`src/core/aipr_defines.vh`:
```
/*
  Constants of the audio input port router: input type codes, field
  positions, divider values and reset values.
  Assumes it is included by its bare name from the design file.
*/
// Summary of operation
// - Raw rate is bit rate in DSD, frame rate otherwise; filter divides 64/4/1/8.
// - Audio master clock is the system clock divided by two to the power of the gear setting.
// - PCM uses frame pin as frame clock, serial pin as data, clock pin.
// - Five-way SPDIF source mux: clock pin, serial, frame, general one, two.
// - SPDIF entered by explicit selection or by auto-select when it permits.
// - DSD takes left on frame pin, right on serial pin, clocked by clock pin.
// - Frame pin drives generated frame clock only in master PCM; else input.
// - Clock pin is input in slave, drives PCM or DSD bit clock in master.
// - Reset low holds everything in reset with all pins undriven.
// - Bias and headphone shutdown outputs are zero in reset, then software set.
// - In master timing, auto input selection is not honoured; choose explicitly.
`ifndef AIPR_DEFINES_VH
`define AIPR_DEFINES_VH

// ****************************************
// Input type selection codes
// ****************************************
`define AIPR_SEL_AUTO 2'h0
`define AIPR_SEL_PCM 2'h1
`define AIPR_SEL_SPDIF 2'h2
`define AIPR_SEL_DSD 2'h3
`define AIPR_AUTO_SPDIF_BIT 1

// ****************************************
// Serial word length codes
// ****************************************
`define AIPR_LEN_16 2'h0
`define AIPR_LEN_24 2'h1
`define AIPR_LEN_32 2'h2
`define AIPR_BITS_16 6'h10
`define AIPR_BITS_24 6'h18
`define AIPR_BITS_32 6'h20

// ****************************************
// SPDIF source codes
// ****************************************
`define AIPR_SPDIF_CLK 3'h1
`define AIPR_SPDIF_SERIAL 3'h2
`define AIPR_SPDIF_FRAME 3'h3
`define AIPR_SPDIF_GP1 3'h4
`define AIPR_SPDIF_GP2 3'h5

// ****************************************
// Filter rate dividers
// ****************************************
`define AIPR_FDIV_DSD 7'h40
`define AIPR_FDIV_DOP 7'h04
`define AIPR_FDIV_PCM 7'h01
`define AIPR_FDIV_BYPASS 7'h08

// ****************************************
// Timing and reset values
// ****************************************
`define AIPR_CLK_HZ 10000000
`define AIPR_ACT_WINDOW 8'hff
`define AIPR_GEAR_RESET 3'h0

`endif

```
`src/core/aipr_top.v`:
```
/*
  Audio input port router: pin synchronisers, input type selection,
  SPDIF source mux, master clock gear divider, master timing generator,
  PCM and DSD receive paths and general outputs.
  Assumes a single 10 MHz clock, that every pin input is asynchronous,
  and that pin tristate resolution is done outside from the enables.
*/
`timescale 1ns/1ps
`default_nettype none
`include "aipr_defines.vh"

module aipr_top (
  // Clock and reset
  input wire i_core_clk,
  input wire i_resetn,
  // Audio pins, inputs
  input wire i_data_clk_pin,
  input wire i_serial_or_right_pin,
  input wire i_frame_or_left_pin,
  input wire i_general_pin_one,
  input wire i_general_pin_two,
  // Audio pins, drive side
  output reg o_data_clk_pin_out,
  output reg o_data_clk_pin_oe,
  output reg o_frame_or_left_pin_out,
  output reg o_frame_or_left_pin_oe,
  // Configuration
  input wire [1:0] i_input_select,
  input wire [1:0] i_auto_select,
  input wire [2:0] i_spdif_select,
  input wire [1:0] i_serial_length,
  input wire [1:0] i_clk_gear,
  input wire i_master_mode,
  input wire i_dop_enable,
  input wire i_osf_bypass,
  input wire i_bias_level,
  input wire i_headphone_shutdown_level,
  // Status and rates
  output reg [2:0] o_mode,
  output reg [6:0] o_filter_div,
  output reg o_raw_is_bit_clock,
  output reg o_mclk_en,
  output reg o_auto_in_master,
  output reg o_spdif_active,
  // Receive data
  output reg o_spdif_stream,
  output reg [31:0] o_left_word,
  output reg [31:0] o_right_word,
  output reg o_word_valid,
  output reg o_dsd_left_bit,
  output reg o_dsd_right_bit,
  output reg o_dsd_valid,
  // General outputs
  output reg o_bias,
  output reg o_headphone_shutdown_out
);

  // ****************************************
  // Modes and functions
  // ****************************************
  localparam MODE_PCM = 3'b001;
  localparam MODE_SPDIF = 3'b010;
  localparam MODE_DSD = 3'b100;

  function [5:0] word_bits;
    input [1:0] len;
    begin
      case (len)
        `AIPR_LEN_16: word_bits = `AIPR_BITS_16;
        `AIPR_LEN_24: word_bits = `AIPR_BITS_24;
        default: word_bits = `AIPR_BITS_32;
      endcase
    end
  endfunction

  // ****************************************
  // Pin synchronisers
  // ****************************************
  // Index 0 clock pin, 1 serial pin, 2 frame pin, 3 and 4 general pins.
  reg [4:0] sync1_reg;
  reg [4:0] sync2_reg;
  reg [4:0] sync3_reg;
  reg [4:0] pin_reg;
  wire [4:0] pin_raw;
  wire [4:0] pin_next;

  assign pin_raw = {i_general_pin_two, i_general_pin_one, i_frame_or_left_pin,
                    i_serial_or_right_pin, i_data_clk_pin};
  // A change is taken only once stages two and three agree.
  assign pin_next = (sync2_reg & ~(sync2_reg ^ sync3_reg)) | (pin_reg & (sync2_reg ^ sync3_reg));

  always @(posedge i_core_clk)
  begin
    if (!i_resetn)
    begin
      sync1_reg <= 5'h00;
      sync2_reg <= 5'h00;
      sync3_reg <= 5'h00;
      pin_reg <= 5'h00;
    end
    else
    begin
      sync1_reg <= pin_raw;
      sync2_reg <= sync1_reg;
      sync3_reg <= sync2_reg;
      pin_reg <= pin_next;
    end
  end

  // ****************************************
  // Master clock gear divider
  // ****************************************
  reg [2:0] gear_cnt_reg;
  wire [2:0] gear_limit;

  assign gear_limit = (3'h1 << i_clk_gear) - 3'h1;

  always @(posedge i_core_clk)
  begin
    if (!i_resetn)
    begin
      gear_cnt_reg <= `AIPR_GEAR_RESET;
      o_mclk_en <= 1'b0;
    end
    else if (gear_cnt_reg >= gear_limit)
    begin
      gear_cnt_reg <= `AIPR_GEAR_RESET;
      o_mclk_en <= 1'b1;
    end
    else
    begin
      gear_cnt_reg <= gear_cnt_reg + 3'h1;
      o_mclk_en <= 1'b0;
    end
  end

  // ****************************************
  // Input type selection
  // ****************************************
  reg [2:0] mode_next;
  reg [7:0] act_cnt_reg;
  reg spdif_src;
  wire auto_sel;

  assign auto_sel = (i_input_select == `AIPR_SEL_AUTO);

  always @*
  begin
    case (i_spdif_select)
      `AIPR_SPDIF_CLK: spdif_src = pin_reg[0];
      `AIPR_SPDIF_SERIAL: spdif_src = pin_reg[1];
      `AIPR_SPDIF_FRAME: spdif_src = pin_reg[2];
      `AIPR_SPDIF_GP1: spdif_src = pin_reg[3];
      `AIPR_SPDIF_GP2: spdif_src = pin_reg[4];
      default: spdif_src = 1'b0;
    endcase
  end

  always @*
  begin
    case (i_input_select)
      `AIPR_SEL_PCM: mode_next = MODE_PCM;
      `AIPR_SEL_SPDIF: mode_next = MODE_SPDIF;
      `AIPR_SEL_DSD: mode_next = MODE_DSD;
      default:
        // Automatic choice is not acted on under master timing.
        mode_next = (!i_master_mode && i_auto_select[`AIPR_AUTO_SPDIF_BIT] && o_spdif_active) ?
                    MODE_SPDIF : MODE_PCM;
    endcase
  end

  // Activity means an edge on the chosen source within the last window.
  always @(posedge i_core_clk)
  begin
    if (!i_resetn)
    begin
      act_cnt_reg <= 8'h00;
      o_spdif_active <= 1'b0;
      o_spdif_stream <= 1'b0;
      o_mode <= MODE_PCM;
      o_auto_in_master <= 1'b0;
    end
    else
    begin
      o_spdif_stream <= spdif_src;
      if (spdif_src != o_spdif_stream)
        act_cnt_reg <= `AIPR_ACT_WINDOW;
      else if (act_cnt_reg != 8'h00)
        act_cnt_reg <= act_cnt_reg - 8'h01;
      o_spdif_active <= (act_cnt_reg != 8'h00);
      o_mode <= mode_next;
      o_auto_in_master <= auto_sel & i_master_mode;
    end
  end

  // ****************************************
  // Sample rate notation
  // ****************************************
  always @(posedge i_core_clk)
  begin
    if (!i_resetn)
    begin
      o_filter_div <= `AIPR_FDIV_PCM;
      o_raw_is_bit_clock <= 1'b0;
    end
    else
    begin
      o_raw_is_bit_clock <= (o_mode == MODE_DSD);
      case (o_mode)
        MODE_DSD: o_filter_div <= `AIPR_FDIV_DSD;
        MODE_PCM: o_filter_div <= i_dop_enable ? `AIPR_FDIV_DOP : (i_osf_bypass ? `AIPR_FDIV_BYPASS : `AIPR_FDIV_PCM);
        default: o_filter_div <= `AIPR_FDIV_PCM;
      endcase
    end
  end

  // ****************************************
  // Master timing generator
  // ****************************************
  reg gen_bclk_reg;
  reg gen_frame_reg;
  reg [5:0] gen_bit_reg;
  wire drive_clk;
  wire drive_frame;

  assign drive_clk = i_master_mode & (o_mode != MODE_SPDIF);
  assign drive_frame = i_master_mode & (o_mode == MODE_PCM);

  // Bit clock is half the master clock; frame toggles per word.
  always @(posedge i_core_clk)
  begin
    if (!i_resetn || !drive_clk)
    begin
      gen_bclk_reg <= 1'b0;
      gen_frame_reg <= 1'b0;
      gen_bit_reg <= 6'h00;
    end
    else if (o_mclk_en)
    begin
      gen_bclk_reg <= ~gen_bclk_reg;
      if (gen_bclk_reg)
      begin
        if (gen_bit_reg == word_bits(i_serial_length) - 6'h01)
        begin
          gen_bit_reg <= 6'h00;
          gen_frame_reg <= ~gen_frame_reg;
        end
        else
          gen_bit_reg <= gen_bit_reg + 6'h01;
      end
    end
  end

  // ****************************************
  // Pin direction
  // ****************************************
  always @(posedge i_core_clk)
  begin
    if (!i_resetn)
    begin
      o_data_clk_pin_out <= 1'b0;
      o_data_clk_pin_oe <= 1'b0;
      o_frame_or_left_pin_out <= 1'b0;
      o_frame_or_left_pin_oe <= 1'b0;
      o_bias <= 1'b0;
      o_headphone_shutdown_out <= 1'b0;
    end
    else
    begin
      o_data_clk_pin_oe <= drive_clk;
      o_data_clk_pin_out <= gen_bclk_reg;
      o_frame_or_left_pin_oe <= drive_frame;
      o_frame_or_left_pin_out <= gen_frame_reg;
      o_bias <= i_bias_level;
      o_headphone_shutdown_out <= i_headphone_shutdown_level;
    end
  end

  // ****************************************
  // PCM and DSD receive
  // ****************************************
  // The generated clocks are used internally, so the receive path sees
  // the same edges that go out on the pins one cycle later.
  reg bclk_old_reg;
  reg frame_old_reg;
  reg [31:0] shift_reg;
  wire bclk_src;
  wire frame_src;
  wire bclk_rise;

  assign bclk_src = drive_clk ? gen_bclk_reg : pin_reg[0];
  assign frame_src = drive_frame ? gen_frame_reg : pin_reg[2];
  assign bclk_rise = bclk_src & ~bclk_old_reg;

  always @(posedge i_core_clk)
  begin
    if (!i_resetn)
    begin
      bclk_old_reg <= 1'b0;
      frame_old_reg <= 1'b0;
      shift_reg <= 32'h00000000;
      o_left_word <= 32'h00000000;
      o_right_word <= 32'h00000000;
      o_word_valid <= 1'b0;
      o_dsd_left_bit <= 1'b0;
      o_dsd_right_bit <= 1'b0;
      o_dsd_valid <= 1'b0;
    end
    else
    begin
      bclk_old_reg <= bclk_src;
      o_word_valid <= 1'b0;
      o_dsd_valid <= 1'b0;
      if (bclk_rise && o_mode == MODE_PCM)
      begin
        frame_old_reg <= frame_src;
        if (frame_src != frame_old_reg)
        begin
          shift_reg <= {31'h00000000, pin_reg[1]};
          if (!frame_old_reg)
            o_left_word <= shift_reg;
          if (frame_old_reg)
            o_right_word <= shift_reg;
          o_word_valid <= frame_old_reg;
        end
        else
          shift_reg <= {shift_reg[30:0], pin_reg[1]};
      end
      if (bclk_rise && o_mode == MODE_DSD)
      begin
        o_dsd_left_bit <= pin_reg[2];
        o_dsd_right_bit <= pin_reg[1];
        o_dsd_valid <= 1'b1;
      end
    end
  end

endmodule

`default_nettype wire

```
`config.mk`:
```
export PLATFORM = sky130hd
export DESIGN_NAME = aipr_top
export DESIGN_NICKNAME = d
export VERILOG_FILES = /design/src/core/aipr_top.v
export VERILOG_INCLUDE_DIRS = /design/src /design/src/core
export SDC_FILE = /design/constraint.sdc
export NUM_CORES = 1
export LEC_CHECK = 0
export BUFFER_PORTS_ARGS = -buffer_cell sky130_fd_sc_hd__buf_2
export CAP_MARGIN = 20
export CORE_ASPECT_RATIO = 1.1
export CORE_UTILIZATION = 45
export DETAILED_ROUTE_END_ITERATION = 10
export PLACE_DENSITY = 0.67
export SYNTH_ARGS = -nofsm -noshare
export SYNTH_HDL_FRONTEND = slang
export SYNTH_SLANG_ARGS = --single-unit
```
`constraint.sdc`:
```
create_clock -name i_core_clk -period 1.9 [get_ports i_core_clk]
set_input_delay 0.095 -clock i_core_clk [delete_from_list [all_inputs] [get_ports i_core_clk]]
set_output_delay 0.095 -clock i_core_clk [all_outputs]
set_load 0.005 [all_outputs]
```
==> results of run 1 <==
==> area by class of cell <==
| class | count | area (sq um) |
|---|---|---|
| sequential | 159 | 3180 |
| clock inverter | 7 | 90.1 |
| multi-input combinational | 346 | 2370 |
| clock buffer | 21 | 460 |
| fill | 1120 | 5380 |
| inverter | 14 | 52.6 |
| tap | 157 | 196 |
| timing repair buffer | 137 | 860 |
==> report_power, final <==
group | switching (mW) | internal [mW] | leakage (nW)
Combinational | 0.339 | 0.305 | 1.53
Sequential | 0.0979 | 3.44 | 1.29
Clock | 1.22 | 1.96 | 0.267
Total | 1.66 | 5.71 | 3.09
==> routing by layer <==
layer  part of all wire [%]  GRT usage [%]  vias up
met5                      0              0        -
met4                    1.9           8.39        0
met2                     49           31.3      105
met3                    4.2           5.64       22
met1                     45           23.8     2104
li1                       -              -     2166
==> worst max path at each step <==
stage / cells past startpoint / from / slack, ns / to
after floorplan: 6 / o_mode[2] / 0.27 / o_right_word[10]
after global placement: 4 / flip-flop / -0.03 / shift_reg[14]
after detailed placement: 4 / o_mode[2] / -0.03 / o_right_word[3]
after CTS: 6 / act_cnt_reg[0] / 0.04 / act_cnt_reg[1]
after global routing: 4 / o_mode[1] / -0.01 / o_right_word[3]
final: 4 / o_mode[1] / 0.04 / o_right_word[3]
==> worst register-to-register path, delay by kind of cell (launching register included) <==
| kind | cells | cell delay, ns |
|---|---|---|
| flip-flops | 1 | 0.36 |
| AO/OA/AOI/OAI | 1 | 0.21 |
| AND/OR/NAND/NOR | 2 | 0.84 |
| multiplexers | 1 | 0.40 |
==> repair_timing <==
action / CTS / global route
pin swaps: 1 / 2
resized for setup: 1 / 4
endpoints found under the setup margin: 31 / 35
hold endpoints to repair: 14 / 0
cloned: 1 / 1
hold buffers: 13 / 0
setup buffers: 0 / 1
==> cells in the final DEF (no fill, tap or decap), types with 3 or more instances in the layout <==
master	Yosys	final
a21oi_1	20	20
a22o_1	61	61
and2_1	22	22
and3_1	8	8
buf_12	0	3
buf_2	10	107
buf_4	3	11
clkbuf_16	0	18
clkinv_2	0	3
conb_1	1	3
dfxtp_1	159	158
dlygate4sd3_1	0	13
ha_1	7	7
inv_1	14	14
mux2i_1	41	41
nand2_1	91	91
nand2b_1	3	3
nand3_1	4	4
nor2_1	19	18
nor3_1	10	10
o21ai_0	10	10
xnor2_1	5	5
xor2_1	5	5
==> logic make-up after synthesis <==
kind of cell,synth area share [%]
buffers and inverters,5.01
AOI/OAI and AO/OA,13.7
muxes,7.92
adders and majority gates,1.51
xor gates and xnor gates,1.51
DFF,54.9
other,0.0647
and+or+nand+nor,15.4
==> through the flow <==
step / worst slack (ns) / cell area [sq um]
floorplan: 0.270 / 5800
global placement: -0.0329 / 6460
detailed placement: -0.0275 / 6470
CTS: 0.0356 / 7170
global route: -0.0112 / 7210
finish: 0.0408 / 7210
==> flow_summary_export.csv, run 1 <==
group,metric,value,unit
run_status,status,"finished, final reports clean",
synthesis,ys_seq_area_share,54.9,%
worst_hold_path,hold_depth,3,
floorplanning,num_io_pins,112,
synthesis,ys_types,51,
global_routing,grt_overflow_total,0,
setup_path,cp_top_family,"simple AND/OR/NAND/NOR gates",
setup_path,ff2ff_path_depth,4,
setup_path,path_class,"flip-flop to flip-flop",
timing,worstMarginPinSlew,0.656,ns
routing,totalWireLength,12.3,mm
setup_path,r2r-start,"o_mode[1]",
worst_hold_path,hold_start,"i_spdif_select[1]",
layout,area_growth,24.5,%
synthesis,syn_avg_cell_area,10.5,sq um
setup_path,worst-path-buf-inv,0,
setup_path,critPathMaxStageDelay,0.44,ns
clock_network,cts_max_level,4,
power,power,7.37,mW
synthesis,ys_warn_count,0,
routing,drc,0,
timing,drv_slew,0,
layout,finalNetCount,705,
routing,detail_route.iter0.violations,255,
synthesis,netlist_top_cells_count,"159 x dfxtp_1, 91 x nand2_1, 61 x a22o_1, 41 x mux2i_1, 22 x and2_1",
timing,rsz0062_at_grt,"true",
placement,dp_hpwl,8.00,mm
timing,setup_viol,0,
synthesis,syn_area,0.00580,sq mm
setup_path,cp_cell_sequence,"and4bb_4 > mux2i_4 > and4_4 > a22o_1",
clock_network,clock_tree.buffer_depth,2,
floorplanning,core,0.0126,sq mm
timing,tns,0,ns
timing,whs,0.0306,ns
synthesis,syn_inst,553,
power,power_density,1020,mW/mm^2
global_routing,grt_max_degree,104,
routing,drtPass1Iterations,4,
timing,hold_viol_final,0,
placement,dp_cells,797,
floorplanning,fp.dieArea,0.0133,sq mm
synthesis,yosysTopAreaCellShare,54.9,%
floorplanning,std_cell_rows,43,
clock_network,cts-buffers-inserted,17,
global_routing,grt_pass1_wl,19.7,mm
setup_path,crit_fanout,16,
layout,fin_util,57.3,%
timing,fmax,538,MHz
setup_path,crit_arrival,2.21,ns
clock_network,clk_latency,0.41,ns
layout,final_cells,841,
synthesis,synth_edf_count,0,
timing,relSlewSlack,56.3,%
clock_network,cts_tree,"yes",
layout,antenna_cells,0,
floorplanning,die_x,110,microns
setup_path,cp-end-kind,"flip-flop",
worst_hold_path,hold_class,"input pin to flip-flop",
clock_network,root_buffer,"clkbuf_16",
setup_path,required,2.25,ns
floorplanning,die_h,121,microns
placement,io_buffers,107,
timing,fin_crit_sh,97.9,%
synthesis,synth-seq-cells,159,
setup_path,regToRegSetupSlack,0.04,ns
global_routing,track_usage,19.4,%
placement,routabilityCongestion,0.784,
routing,drt-wirelength-per-cell,14.6,microns
routing,ant_nets,0,
synthesis,synth.most_common_cell,"dfxtp_1",
routing,vias,4397,
clock_network,cts_num_sinks,159,
synthesis,synth_flop_cell,"dfxtp_1",
global_routing,grt_pass1_vias,4217,
global_routing,grt_antenna_before_repair,0,
timing,finalCriticalPeriod,1.86,ns
timing,worst_clock_skew,0.00711,ns
setup_path,critPathLaunchType,"flip-flop",
synthesis,synthArstFlopShare,0,%
power,ir_worst_vdd,618,uV
synthesis,synth_top_area_cell,"dfxtp_1",
floorplanning,start_util,46.0,%
clock_network,clk_pin_slew,0.06,ns
worst_hold_path,min_to,"o_spdif_stream",
routing,vias_per_cell,5.23,
job,cap_violations,0,
setup_path,rr_endpoint,"o_right_word[3]",
setup_path,slowest_stage,"and4_4",
layout,layout-drive-gt1-share,24.4,%
power,leakage,3.09,nW
synthesis,synth.area.top_cells,"dfxtp_1 55%, a22o_1 9.2%, mux2i_1 7.1%",
Note: power is estimated with default switching activity, not from simulation.
==> inputs of run 2 (changes only) <==
CELL_PAD_IN_SITES_DETAIL_PLACEMENT = 0   (was unset)
CELL_PAD_IN_SITES_GLOBAL_PLACEMENT = 1   (was unset)
CORE_UTILIZATION = 42   (was 45)
PLACE_DENSITY = unset   (was 0.67)
PLACE_DENSITY_LB_ADDON = 0.1   (was unset)
==> run 2 against run 1 <==
Cell count rose by 3.9%. Non-clock buffer count is 3 higher. Clock power grew 5%. Power increased by 1.8%. First-iteration DRC count is 28% lower. Sequential share of layout area decreased by 0.80 points. Combinational power fell by 3.9%. Utilization is 2.2 points lower. Die area up 7.0%. Sequential cell count stayed put. Via count down 3.0%. Largest cell class unchanged. Highest routed layer unchanged.
==> flow_summary_export.csv, run 2 (synthesis gave the netlist of run 1 again) <==
group,metric,value,unit
run_status,status,"finished, final reports clean",
floorplanning,std_cell_rows,44,
power,internal-power,5.69,mW
timing,fmax,556,MHz
routing,totalWireLength,11.8,mm
worst_hold_path,hold_class,"input pin to flip-flop",
clock_network,cts_num_sinks,159,
layout,antenna_cells,0,
layout,design_area,0.00735,sq mm
setup_path,cp-end-kind,"flip-flop",
layout,area_growth,26.7,%
timing,fin_crit_sh,94.6,%
power,swShare,24.2,%
setup_path,crit_arrival,2.16,ns
timing,finalCriticalPeriod,1.80,ns
timing,worst_clock_skew,0.00639,ns
power,p_seq_share,47.1,%
clock_network,root_buffer,"clkbuf_16",
power,power_density,1020,mW/mm^2
timing,rsz0062_at_grt,"false",
layout,fillers,1242,
timing,hold_viol_final,0,
setup_path,required,2.26,ns
layout,regArea,0.00318,sq mm
floorplanning,die_x,114,microns
placement,routabilityCongestion,0.745,
clock_network,clock_tree.buffer_depth,2,
floorplanning,num_io_pins,112,
job,cap_violations,0,
clock_network,clk_pin_slew,0.06,ns
routing,vias,4267,
placement,dp_hpwl,7.74,mm
layout,multi_input_area,0.00236,sq mm
timing,drv_slew,0,
global_routing,grt_overflow_total,0,
setup_path,critPathLaunchType,"flip-flop",
global_routing,grt_max_degree,103,
clock_network,clk_latency,0.42,ns
layout,mostFrequentLayoutCell,"dfxtp_1",
global_routing,grt_pass1_wl,19.6,mm
setup_path,path_class,"flip-flop to flip-flop",
routing,ant_nets,0,
placement,io_buffers,107,
setup_path,cp_top_family,"simple AND/OR/NAND/NOR gates",
setup_path,slowest_stage,"and4bb_4",
floorplanning,die_h,125,microns
floorplanning,start_util,43.5,%
setup_path,worst-path-buf-inv,1,
power,switching_power,1.81,mW
routing,drc,0,
clock_network,cts-buffers-inserted,17,
routing,detail_route.iter0.violations,183,
routing,drtPass1Iterations,4,
clock_network,cts_tree,"yes",
routing,vias_per_cell,4.88,
power,p_clk_share,44.6,%
layout,fin_util,55.1,%
timing,worstMarginPinSlew,0.576,ns
global_routing,grt_antenna_before_repair,0,
placement,dpl_cell_area,0.00658,sq mm
setup_path,cp_cell_sequence,"and4bb_4 > mux2i_4 > and4_4 > buf_12 > a22o_1",
timing,relSlewSlack,61.6,%
routing,drt-wirelength-per-cell,13.5,microns
global_routing,grt_pass1_vias,4160,
floorplanning,fp.dieArea,0.0143,sq mm
power,ir_worst_vdd,484,uV
clock_network,cts_max_level,4,
floorplanning,core,0.0133,sq mm
global_routing,track_usage,17.5,%
layout,finalNetCount,707,
power,comb_power_share,8.3,%
layout,layout-drive-gt1-share,25.4,%
layout,layout_common_cells,"158 x dfxtp_1, 106 x buf_2, 91 x nand2_1",
timing,setup_viol,0,
setup_path,crit_fanout,20,
power,leakage,3.13,nW
setup_path,critPathMaxStageDelay,0.38,ns
## run 2: worst min-delay path: stages
cell and delay [ns]:
buf_2 0.13, nand2_1 0.05, and3_1 0.14
## run 2: worst paths after layout
| check | start | to | slack, ns | depth (start not counted) |
|---|---|---|---|---|
| setup reg to reg | o_mode[1] | o_right_word[20] | 0.10 | 5 |
| hold reg to reg | sync1_reg[1] | sync2_reg[1] | 0.43 | 1 |
| hold / removal | i_spdif_select[1] | o_spdif_stream | 0.03 | 3 |
| setup / recovery | o_mode[1] | o_right_word[20] | 0.10 | 5 |
## run 2: routing by layer
| layer | vias to the layer above | part of all wire (%) | GRT usage (%) |
|---|---|---|---|
| met3 | 19 | 3.7 | 4.60 |
| met2 | 85 | 47 | 28.7 |
| met4 | 0 | 1.8 | 8.02 |
| met1 | 1986 | 48 | 21.2 |
| li1 | 2177 | - | - |
| met5 | - | 0 | 0 |
## run 2: per-stage QoR
step	hold slack [ns]	power [mW]	std cells	setup WS, ns	TNS [ns]
finish	0.0266	7.50	874	0.103	0
CTS	0.00284	7.57	871	0.0466	0
floorplan	0.171	4.03	555	0.270	0
global placement	0.281	4.18	825	-0.0412	-1.15
global route	0.0123	7.84	874	0.00656	0
detailed placement	0.289	4.21	826	0.0782	0
## run 2: what timing repair did
action | 4_1_cts | 5_1_grt
resized for setup | 0 | 3
hold endpoints to repair | 14 | 0
buffers inserted | 0 | 2
hold buffers | 13 | 0
setup endpoints to repair | 0 | 24
## run 2: power by group through the flow
stage / combinational, mW / sequential [mW] / clock, mW
final: 0.619 / 3.53 / 3.35
after CTS: 0.622 / 3.53 / 3.42
after global placement: 0.579 / 3.60 / 0
after global routing: 0.712 / 3.55 / 3.58
after floorplan: 0.441 / 3.59 / 0
after detailed placement: 0.602 / 3.61 / 0
## run 2: final cells by class
cell class / count / area share [%]
Clock inverter: 15 / 2.23
Tap cell: 184 / 3.13
Sequential cell: 159 / 43.3
Multi-Input combinational cell: 345 / 32.1
Timing Repair Buffer: 140 / 12.7
Clock buffer: 17 / 5.79
Inverter: 14 / 0.715
